$ cat src/verilog/rgt_pkg.sv
// Package of constants and types for the second general-purpose RF timer
package rgt_pkg;

    // ------------------------------------------------------------------
    // Register indices (byte address is four times the index)
    // ------------------------------------------------------------------
    localparam logic [5:0] IDX_CONTROL     = 6'h19;
    localparam logic [5:0] IDX_RELOAD_HIGH = 6'h1A;
    localparam logic [5:0] IDX_RELOAD_LOW  = 6'h1B;
    localparam logic [5:0] IDX_COUNT_HIGH  = 6'h1C;
    localparam logic [5:0] IDX_COUNT_LOW   = 6'h1D;
    localparam logic [5:0] IDX_IRQ_STATUS  = 6'h30;
    localparam logic [5:0] IDX_IRQ_MASK    = 6'h31;
    localparam logic [5:0] IDX_COMMAND     = 6'h32;

    // ------------------------------------------------------------------
    // Field positions and reset values
    // ------------------------------------------------------------------
    localparam int         BIT_IRQ_UNDERFLOW = 0;
    localparam int         BIT_CMD_START     = 0;
    localparam int         BIT_CMD_STOP      = 1;
    localparam logic [7:0] CTRL_WRITE_MASK   = 8'hBB;
    localparam logic [7:0] RST_CONTROL       = 8'h00;
    localparam logic [7:0] RST_RELOAD_BYTE   = 8'h00;
    localparam logic [7:0] RST_IRQ_MASK      = 8'h00;

    // ------------------------------------------------------------------
    // Count clock generation from the 50 MHz bus clock
    // ------------------------------------------------------------------
    localparam int          PCLK_KHZ      = 50000;
    localparam int          CARRIER_KHZ   = 13560;
    localparam logic [15:0] NCO_STEP      = 16'(CARRIER_KHZ);
    localparam logic [15:0] NCO_MODULUS   = 16'(PCLK_KHZ);
    localparam int          DIV_212K      = 64;
    localparam logic [5:0]  DIV_212K_LAST = 6'(DIV_212K - 1);

    // ------------------------------------------------------------------
    // Types
    // ------------------------------------------------------------------
    typedef enum logic [1:0] {
        START_MANUAL  = 2'b00,
        START_TX_END  = 2'b01,
        START_TRIM    = 2'b10,
        START_TRIM_UF = 2'b11
    } rgt_start_t;

    typedef enum logic [1:0] {
        CLK_CARRIER = 2'b00,
        CLK_212K    = 2'b01,
        CLK_T0_UF   = 2'b10,
        CLK_T1_UF   = 2'b11
    } rgt_clk_sel_t;

    typedef enum logic [0:0] {
        ST_IDLE = 1'b0,
        ST_RUN  = 1'b1
    } rgt_state_t;

    typedef struct packed {
        logic         stop_on_receive;
        logic         rsv6;
        rgt_start_t   start_mode_select;
        logic         auto_reload_restart;
        logic         rsv2;
        rgt_clk_sel_t count_clock_select;
    } rgt_ctrl_t;

    typedef struct packed {
        logic t0_underflow;
        logic t1_underflow;
        logic tx_end;
        logic rx_first4;
    } rgt_events_t;

endpackage

$ cat src/verilog/rgt_sync.sv
// Three-stage pin synchroniser with filtered rising-edge pulse
`timescale 1ns/1ns
module rgt_sync
(
    input  wire logic pclk,
    input  wire logic presetn,
    input  wire logic pin,
    output logic      level,
    output logic      rise
);

    logic s1;
    logic s2;
    logic s3;

    // A change is accepted only once stages two and three agree
    wire agree = (s2 == s3);

    always_ff @(posedge pclk or negedge presetn)
    begin
        if (!presetn)
        begin
            s1    <= 1'b0;
            s2    <= 1'b0;
            s3    <= 1'b0;
            level <= 1'b0;
            rise  <= 1'b0;
        end
        else
        begin
            s1    <= pin;
            s2    <= s1;
            s3    <= s2;
            level <= agree ? s3 : level;
            rise  <= agree && s3 && !level;
        end
    end

endmodule

$ cat src/verilog/rgt_timer.sv
// Second general-purpose 16-bit down timer with APB registers and interrupt
//
// Summary of operation
// - With stop-on-receive set, halt right after the first 4 received bits.
// - Stop-on-receive is ignored in either oscillator trimming mode.
// - Start mode 00b: no hardware event starts the timer.
// - Start mode 01b: load reload value and run at end of transmission.
// - Start mode 10b: trimming, start/stop on oscillator rising edge, no underflow.
// - Start mode 11b: trimming, start/stop on oscillator rising edge, underflow on.
// - Auto-restart set (except start mode 10b, which stops): at zero reload full 16-bit value and keep counting.
// - Auto-restart clear: count to zero, stop, hold until next start.
// - Every underflow sets this timer's interrupt request flag.
// - Clock select 00b is the 13.56 MHz carrier, 01b is 212 kHz.
// - Clock select 10b/11b count underflows of sibling timer zero/one.
// - A start event loads the counter from high and low reload bytes.
// - Reload writes leave a running count alone until the next start or auto-restart reload.
// - Live count is shown as read-only high and low bytes.
`timescale 1ns/1ns
module rgt_timer
#(
    parameter int APB_AW = 8
)
(
    input  wire logic        pclk,
    input  wire logic        presetn,
    input  wire logic        psel,
    input  wire logic        penable,
    input  wire logic        pwrite,
    input  wire logic [APB_AW-1:0] paddr,
    input  wire logic [31:0] pwdata,
    output logic [31:0]      prdata,
    output logic             pready,
    output logic             pslverr,
    input  wire logic        tx_end,
    input  wire logic        rx_first4,
    input  wire logic        t0_underflow,
    input  wire logic        t1_underflow,
    input  wire logic        low_freq_oscillator,
    output logic             underflow_out,
    output logic             irq
);

    // ------------------------------------------------------------------
    // Parameter check
    // ------------------------------------------------------------------
    generate
        if (APB_AW < 8 || APB_AW > 32)
        begin : g_bad_aw
            $error("rgt_timer: APB_AW must be 8 to 32");
        end
    endgenerate

    // ------------------------------------------------------------------
    // State
    // ------------------------------------------------------------------
    rgt_pkg::rgt_ctrl_t   ctrl;
    rgt_pkg::rgt_state_t  state;
    rgt_pkg::rgt_events_t ev;
    logic [7:0]           reload_high_byte;
    logic [7:0]           reload_low_byte;
    logic [15:0]          count;
    logic                 underflow_irq_flag;
    logic                 irq_mask;
    logic [15:0]          nco_acc;
    logic                 carrier_tick;
    logic [5:0]           div_cnt;
    logic                 tick_212k;
    logic                 lfo_rise;

    function automatic logic [5:0] reg_index(input logic [APB_AW-1:0] a);
        reg_index = a[7:2];
    endfunction

    function automatic logic aligned(input logic [APB_AW-1:0] a);
        aligned = (a[1:0] == 2'b00) && (a >> 8 == '0);
    endfunction

    assign ev = '{t0_underflow: t0_underflow, t1_underflow: t1_underflow,
                  tx_end: tx_end, rx_first4: rx_first4};

    // ------------------------------------------------------------------
    // Oscillator pin synchroniser
    // ------------------------------------------------------------------
    rgt_sync u_lfo_sync
    (
        .pclk    (pclk),
        .presetn (presetn),
        .pin     (low_freq_oscillator),
        .level   (),
        .rise    (lfo_rise)
    );

    // ------------------------------------------------------------------
    // Count clock enables
    // ------------------------------------------------------------------
    // Carrier rate is a phase accumulator, so the average is exact while
    // single ticks jitter by one bus cycle.
    wire [16:0] nco_sum  = {1'b0, nco_acc} + {1'b0, rugged_step()};
    wire        nco_wrap = nco_sum >= {1'b0, rgt_pkg::NCO_MODULUS};

    function automatic logic [15:0] rugged_step();
        rugged_step = rgt_pkg::NCO_STEP;
    endfunction

    always_ff @(posedge pclk or negedge presetn)
    begin
        if (!presetn)
        begin
            nco_acc      <= 16'h0000;
            carrier_tick <= 1'b0;
            div_cnt      <= 6'h00;
            tick_212k    <= 1'b0;
        end
        else
        begin
            nco_acc      <= nco_wrap ? 16'(nco_sum - {1'b0, rgt_pkg::NCO_MODULUS})
                                     : nco_sum[15:0];
            carrier_tick <= nco_wrap;
            div_cnt      <= carrier_tick ? div_cnt + 6'h01 : div_cnt;
            tick_212k    <= carrier_tick && (div_cnt == rgt_pkg::DIV_212K_LAST);
        end
    end

    // ------------------------------------------------------------------
    // APB decode
    // ------------------------------------------------------------------
    wire [5:0] idx      = reg_index(paddr);
    wire       setup    = psel && !penable;
    wire       wr_go    = psel && penable && pready && pwrite && !pslverr;
    wire       hit      = aligned(paddr) &&
                          (idx == rgt_pkg::IDX_CONTROL ||
                           idx == rgt_pkg::IDX_RELOAD_HIGH ||
                           idx == rgt_pkg::IDX_RELOAD_LOW ||
                           idx == rgt_pkg::IDX_COUNT_HIGH ||
                           idx == rgt_pkg::IDX_COUNT_LOW ||
                           idx == rgt_pkg::IDX_IRQ_STATUS ||
                           idx == rgt_pkg::IDX_IRQ_MASK ||
                           idx == rgt_pkg::IDX_COMMAND);
    wire       wr_ctrl  = wr_go && idx == rgt_pkg::IDX_CONTROL;
    wire       wr_rhi   = wr_go && idx == rgt_pkg::IDX_RELOAD_HIGH;
    wire       wr_rlo   = wr_go && idx == rgt_pkg::IDX_RELOAD_LOW;
    wire       wr_stat  = wr_go && idx == rgt_pkg::IDX_IRQ_STATUS;
    wire       wr_mask  = wr_go && idx == rgt_pkg::IDX_IRQ_MASK;
    // The interrupt follows a mask write at once, not one cycle behind it
    wire       next_irq_mask = wr_mask ? pwdata[0] : irq_mask;
    wire       wr_cmd   = wr_go && idx == rgt_pkg::IDX_COMMAND;
    wire       running  = (state == rgt_pkg::ST_RUN);

    wire [7:0] rd_byte =
        (idx == rgt_pkg::IDX_CONTROL)     ? ctrl :
        (idx == rgt_pkg::IDX_RELOAD_HIGH) ? reload_high_byte :
        (idx == rgt_pkg::IDX_RELOAD_LOW)  ? reload_low_byte :
        (idx == rgt_pkg::IDX_COUNT_HIGH)  ? count[15:8] :
        (idx == rgt_pkg::IDX_COUNT_LOW)   ? count[7:0] :
        (idx == rgt_pkg::IDX_IRQ_STATUS)  ? {7'h00, underflow_irq_flag} :
        (idx == rgt_pkg::IDX_IRQ_MASK)    ? {7'h00, irq_mask} :
        (idx == rgt_pkg::IDX_COMMAND)     ? {7'h00, running} : 8'h00;

    // Answer is registered: access phase always completes in its first cycle
    always_ff @(posedge pclk or negedge presetn)
    begin
        if (!presetn)
        begin
            pready  <= 1'b0;
            pslverr <= 1'b0;
            prdata  <= 32'h00000000;
        end
        else
        begin
            pready  <= setup;
            pslverr <= setup && !hit;
            prdata  <= (setup && hit && !pwrite) ? {24'h000000, rd_byte} : 32'h00000000;
        end
    end

    // ------------------------------------------------------------------
    // Configuration registers
    // ------------------------------------------------------------------
    always_ff @(posedge pclk or negedge presetn)
    begin
        if (!presetn)
        begin
            ctrl             <= rgt_pkg::RST_CONTROL;
            reload_high_byte <= rgt_pkg::RST_RELOAD_BYTE;
            reload_low_byte  <= rgt_pkg::RST_RELOAD_BYTE;
            irq_mask         <= rgt_pkg::RST_IRQ_MASK[0];
        end
        else
        begin
            if (wr_ctrl)
                ctrl <= pwdata[7:0] & rgt_pkg::CTRL_WRITE_MASK;
            if (wr_rhi)
                reload_high_byte <= pwdata[7:0];
            if (wr_rlo)
                reload_low_byte <= pwdata[7:0];
            if (wr_mask)
                irq_mask <= pwdata[0];
        end
    end

    // ------------------------------------------------------------------
    // Start, stop and tick selection
    // ------------------------------------------------------------------
    rgt_pkg::rgt_start_t mode;
    assign mode = ctrl.start_mode_select;

    wire [15:0] reload_value_16 = {reload_high_byte, reload_low_byte};
    wire        trim      = mode[1];
    wire        cmd_start = wr_cmd && pwdata[rgt_pkg::BIT_CMD_START];
    wire        cmd_stop  = wr_cmd && pwdata[rgt_pkg::BIT_CMD_STOP];
    wire        tx_start  = (mode == rgt_pkg::START_TX_END) && ev.tx_end;
    wire        lfo_start = trim && lfo_rise && !running;
    wire        lfo_stop  = trim && lfo_rise && running;
    wire        rx_stop   = ev.rx_first4 && ctrl.stop_on_receive && !trim;
    wire        start_evt = cmd_start || tx_start || lfo_start;
    wire        stop_evt  = cmd_stop || lfo_stop || rx_stop;

    wire tick =
        (ctrl.count_clock_select == rgt_pkg::CLK_CARRIER) ? carrier_tick :
        (ctrl.count_clock_select == rgt_pkg::CLK_212K)    ? tick_212k :
        (ctrl.count_clock_select == rgt_pkg::CLK_T0_UF)   ? ev.t0_underflow :
                                                            ev.t1_underflow;

    wire dec_en   = running && !start_evt && !stop_evt && tick;
    wire at_zero  = (count == 16'h0000);
    wire uf_ok    = (mode != rgt_pkg::START_TRIM);
    wire uf_evt   = dec_en && at_zero && uf_ok;
    wire wrap_run = ctrl.auto_reload_restart && uf_ok;

    wire [15:0] next_count =
        start_evt                ? reload_value_16 :
        !dec_en                  ? count :
        !at_zero                 ? count - 16'h0001 :
        wrap_run                 ? reload_value_16 :
                                   count;

    rgt_pkg::rgt_state_t next_state;
    always_comb
    begin
        case (state)
            rgt_pkg::ST_IDLE:
                next_state = start_evt ? rgt_pkg::ST_RUN : rgt_pkg::ST_IDLE;
            rgt_pkg::ST_RUN:
                if (start_evt)
                    next_state = rgt_pkg::ST_RUN;
                else if (stop_evt || (dec_en && at_zero && !wrap_run))
                    next_state = rgt_pkg::ST_IDLE;
                else
                    next_state = rgt_pkg::ST_RUN;
            default:
                next_state = rgt_pkg::ST_IDLE;
        endcase
    end

    // ------------------------------------------------------------------
    // Counter, cascade output and interrupt
    // ------------------------------------------------------------------
    wire next_flag = uf_evt || (underflow_irq_flag &&
                     !(wr_stat && pwdata[rgt_pkg::BIT_IRQ_UNDERFLOW]));

    always_ff @(posedge pclk or negedge presetn)
    begin
        if (!presetn)
        begin
            state              <= rgt_pkg::ST_IDLE;
            count              <= 16'h0000;
            underflow_out      <= 1'b0;
            underflow_irq_flag <= 1'b0;
            irq                <= 1'b0;
        end
        else
        begin
            state              <= next_state;
            count              <= next_count;
            underflow_out      <= uf_evt;
            underflow_irq_flag <= next_flag;
            irq                <= next_flag && next_irq_mask;
        end
    end

    wire quiet = !start_evt && !stop_evt;
endmodule

$ cat config.mk
export PLATFORM = sky130hd
export DESIGN_NAME = rgt_timer
export DESIGN_NICKNAME = d
export VERILOG_FILES = /design/src/verilog/rgt_pkg.sv /design/src/verilog/rgt_sync.sv /design/src/verilog/rgt_timer.sv
export SDC_FILE = /design/constraint.sdc
export NUM_CORES = 1
export LEC_CHECK = 0
export BUFFER_PORTS_ARGS = -buffer_cell sky130_fd_sc_hd__buf_2
export CORE_MARGIN = 3
export CORE_UTILIZATION = 40
export CTS_BUF_LIST = sky130_fd_sc_hd__clkbuf_8
export DETAILED_ROUTE_END_ITERATION = 8
export PLACE_DENSITY = 0.69
export SKIP_LAST_GASP = 1
export SYNTH_ARGS = -nofsm -noshare
export SYNTH_HDL_FRONTEND = slang
export SYNTH_HIERARCHICAL = 1
export SYNTH_SLANG_ARGS = --single-unit
$ cat constraint.sdc
create_clock -name pclk -period 3.6 [get_ports pclk]
set_clock_uncertainty 0.15 [all_clocks]
set_input_delay 0.18 -clock pclk [delete_from_list [all_inputs] [get_ports pclk]]
set_output_delay 0.18 -clock pclk [all_outputs]
set_load 0.03 [all_outputs]
# Word level (Yosys, flattened, before mapping)
# Cells that the tools add are included.
totals:
  ff_bits: 82
  out_inout_bits: 36
classes:
  n_reduce_logical: 65
  n_addsub: 4
  n_eq_ne: 15
  order_cmp: 1
  mux: 22
  n_bitwise: 1
op_table:
  columns: ["cell", "count"]
  rows:
  - ["16-bit 2-to-1 mux", 5]
  - ["8-bit 2-to-1 mux", 6]
  - ["1-bit logical AND", 36]
  - ["6-bit by 5-bit == test with 1-bit output, second input constant", 5]
  - ["6-bit == test, second input constant", 4]
  - ["16-bit by 14-bit adder with 17-bit output, second input constant", 1]
  - ["17-bit by 16-bit >= comparator with 1-bit output, second input constant", 1]
  - ["16-bit logical NOT", 1]
  - ["16-bit by 1-bit subtractor with 16-bit output, second input constant", 1]
  - ["16-bit subtractor, second input constant", 1]
  - ["1-bit logical OR", 13]
  - ["1-bit logical NOT", 11]
  - ["1-bit 2-to-1 mux", 10]
  - ["6-bit by 1-bit adder with 6-bit output, second input constant", 1]
  - ["2-bit by 1-bit == test with 1-bit output, second input constant", 2]
  - ["2-bit logical NOT", 2]
  - ["3-bit by 2-bit != test with 1-bit output, second input constant", 1]
  - ["2-bit == test, second input constant", 1]
  - ["2-bit != test, second input constant", 1]
  - ["1-bit case mux with 2 select lines", 1]
  - ["2-bit AND reduction", 1]
  - ["2-bit nonzero test", 1]
  - ["1-bit == test", 1]
  - ["1-bit inverter", 1]

# Longest topological paths before layout
depth:
  depth_word: 18
  mapped_depth: 12
  ltp_nobuf: 11

# By module
# The synthesis kept the hierarchy.
by_module_without_submodules:
  columns: ["mod", "area_per_inst_um2", "seq_area_each_um2", "n_inst", "cells_per_inst"]
  rows:
  - ["rgt_timer", 4471.8, 1851.8, 1, 479]
  - ["rgt_sync", 158.9, 125.1, 1, 8]

# Worst setup path before layout
# No wires, ideal clock.
synth_timing:
  path_type: "flip-flop to flip-flop"
  startpoint: "register nco_acc[3]"
  endpoint: "register nco_acc[12]"
  arrival_time_ns: 2.430
  required_ns: 3.324
  path_slack_ns: 0.894
  setup_ns: 0.126
  path_stages_with_launch: 12
  cell_sequence: "dfrtp_1 > inv_1 > ha_1 > buf_2 > or4b_1 > nand2_1 > a32oi_1 > and3_1 > clkbuf_1 > o41ai_4 > nor3b_1 > xnor2_1"
synth_between:
  elab_chain_len: 3
synth_rtl:
  columns: ["element", "line_no", "source"]
  rows:
  - ["start: declaration", "rgt_timer.sv:64", "logic [15:0] nco_acc;"]
  - ["start signal: assignment", "rgt_timer.sv:116", "nco_acc <= nco_wrap ? 16'(nco_sum - {1'b0, rgt_pkg::NCO_MODULUS})"]
  - ["16-bit by 14-bit adder with 17-bit output (*)", "rgt_timer.sv:98", "wire [16:0] nco_sum = {1'b0, nco_acc} + {1'b0, rugged_step()};"]
  - ["net nco_sum[3]", "rgt_timer.sv:98", null]
  - ["16-bit subtractor or 17-bit by 16-bit >= comparator with 1-bit output (tied branches)", "rgt_timer.sv:116, rgt_timer.sv:99", null]
  - ["16-bit 2-to-1 mux (*)", "rgt_timer.sv:116", null]
# The timed path passes the listed nets; every way through them passes the cells marked *.
# A chain may end at the register's enable or synchronous reset.

# Final worst setup path
# Same ends and word-level chain as after synthesis.

==> summary.txt <==
Worst setup SP type: flop
Global-route wire length before repair: 17500 µm
Final Power: 2.94 mW
Async set-reset flop share out of synthesis: 1.00
Peak VDD IR: 0.376 mV
Largest net degree at the start of global routing: 80
Num rows: 38
DRC: 0
Register area share after synthesis: 0.427
Remaining antenna violation count after routing: 0
Critical path type: flop to flop
DR WL/cell: 15.3 µm
Total grt overflow: 0
RSZ-0062 raised after global routing: false
I/O pins: 86
Distinct cells, synth: 64
Initial antenna violation count: 0
YS warnings: 6
Initial core utilization: 0.418
Clock Latency Late Sink: 0.36 ns
Detailed Routing Iterations Pass 1: 7
Placer Congestion: 0.852
Port Buf Inserts: 37
Num CTS Buffers: 9
Final Hold Fails: 0
Vias in the first global route: 3619
CTS Sinks: 79
Gate Count Post-Synth: 487
Post-synth design cell area: 0.00463 mm²
Vias: 3661
Largest stage delay, worst path: 0.59 ns
Pins over their slew limit: 0
Die height: 114 µm
TritonCTS clock tree: built
Outcome: finished, final reports clean
Synthesized flop and latch total: 79
Final setup fails: 0
Starting DRC count in detailed routing: 152
Worst-Margin Slew: 0.997 ns
Number of flops mapped to enable cells by yosys: 0
Most common cell after layout, fill and taps aside: dfrtp_1
PwrDens: 570 mW/mm²
Hold slack: 0.0355 ns
P_leak: 2.29 nW
Rel. slew slack: 0.335
Max-cap violations: 0
Non-filler instance count after layout: 675
Yosys top cell by area: dfrtp_1
Final Cycle Share: 0.845
Layout cells sized above 1: 0.179
Achievable frequency: 329 MHz
Final net count: 587
ANT cells: 0
H-tree levels: 3
Total track usage: 0.167
Slowest-stage cell, CP: o41ai_4
Synth area leaders: dfrtp_1, mux2_2, a21oi_1, o21ai_0, buf_4
Setup Fix Bufs, Post-CTS: 0
Mean Syn Cell Area: 9.51 µm²
Core area: 0.0111 mm²
Synth Flop Type: dfrtp_1
CTS max path bufs: 2
Die X: 114 µm
Most frequent cells in the layout: dfrtp_1, nor2_1, nand2_1
Setup TNS: 0 ns
Minimum clock period: 3.04 ns
CP endpoint kind: flop
Inst Count DP: 646
Arrival @ worst endpoint: 3.13 ns
Full die area: 0.0129 mm²
CP required: 3.69 ns
Clk slew on worst S/H paths: 0.09 ns
Area grow syn2layout: 11.3%
Clock tree root driver cell: clkbuf_8
HPWL after detailed placement: 7240 µm
Final core occ: 0.465
Hold-fix buffers, CTS: 13
Max FO, Critical Path: 10
Via/cell ratio: 5.42
CTS resizes: 0
Crit-path cells: inv_1, ha_1, or4b_1, nand2_1, a32oi_1, and3_1, o41ai_4, nor3b_1, xnor2_1
Top cell type's share of synthesized area: 0.427
Routed WL: 10300 µm
Hold Path Class: primary input to flop
==> layer usage <==
layer | track usage | up-vias | share of wire
met3 | 0.0451 | 13 | 0.067
met1 | 0.214 | 1771 | 0.43
met2 | 0.282 | 111 | 0.49
li1 | - | 1766 | -
met5 | 0 | - | 0
met4 | 0.0425 | 0 | 0.011
==> worst max-delay path: cells and delay by family, from the launching register on <==
family                     cells  cell delay (ns)
and+or+nand+nor                4             1.07
AOI/OAI and AO/OA              2             0.68
DFF                            1             0.42
adders and majority gates      1             0.36
xor gates and xnor gates       1             0.16
buffers and inverters          1             0.09
==> metrics by stage <==
| stage | cell area (µm²) | worst slack (ns) |
|---|---|---|
| CTS | 5150 | 0.561 |
| detailed placement | 4840 | 0.564 |
| finish | 5150 | 0.558 |
| global route | 5150 | 0.349 |
| floorplan | 4720 | 0.894 |
| global placement | 4840 | 0.631 |
==> sequential cells by signal (all words and copies together), names as in the netlist, 2 cells and up <==
| name | cells |
|---|---|
| count | 16 |
| ctrl | 4 |
| div_cnt | 6 |
| mode | 2 |
| nco_acc | 13 |
| prdata | 8 |
| reload_high_byte | 8 |
| reload_low_byte | 8 |
==> kinds of logic (layout without fill, tap and decap cells) <==
logic type,count (synthesis),count (layout),synth area share
AOI/OAI and AO/OA,107,107,0.149
xor gates and xnor gates,25,25,0.0473
adders and majority gates,7,7,0.0189
buffers and inverters,56,81,0.0670
DFF,79,79,0.427
muxes,39,39,0.0954
other,1,24,0.000810
and+or+nand+nor,173,173,0.194
==> final timing paths <==
check | start | to | slack (ns) | cells past startpoint
setup reg to reg | nco_acc[3] | nco_acc[12] | 0.56 | 9
hold / removal | pwdata[0] | reload_low_byte[0] | 0.04 | 2
min in group asynchronous | presetn | pready | 0.37 | 2
setup / recovery | nco_acc[3] | nco_acc[12] | 0.56 | 9
hold reg to reg | u_lfo_sync/s1 | u_lfo_sync/s2 | 0.21 | 0
max in group asynchronous | presetn | nco_acc[12] | 2.27 | 2
==> report_power, final <==
group	switching [mW]	internal, mW	total, mW
Combinational	0.812	0.447	1.26
Sequential	0.103	0.962	1.06
Clock	0.328	0.287	0.615
==> final cells by class <==
class | count | area, µm²
Fill cell | 1041 | 5920
Multi-Input combinational cell | 375 | 2430
Sequential cell | 79 | 1980
Timing Repair Buffer | 54 | 348
Tap cell | 140 | 175
Clock buffer | 11 | 151
Inverter | 11 | 41.3
Clock inverter | 5 | 32.5
==> cells in the mapped netlist, types with 2 or more instances <==
cell type / number
o221ai_2: 2
mux2i_1: 10
nor3b_1: 4
nor3_1: 13
or3_1: 2
nor2_1: 45
nor4b_1: 3
nor4_1: 6
or2_1: 2
o21a_1: 2
xnor2_1: 18
nand2_1: 41
nand3b_1: 4
ha_1: 7
buf_2: 8
o2bb2ai_1: 5
or4_1: 3
mux2_2: 27
nor2b_1: 9
a21oi_1: 36
o31ai_1: 2
inv_1: 10
nand4_1: 7
xor2_1: 7
buf_4: 24
or2_2: 2
nand3_1: 9
clkbuf_1: 12
nand2b_1: 3
a21o_1: 4
a32oi_1: 4
and2_1: 8
and3_1: 4
dfrtp_1: 79
o21ai_0: 36
Note: power is estimated with default switching activity, not from simulation.
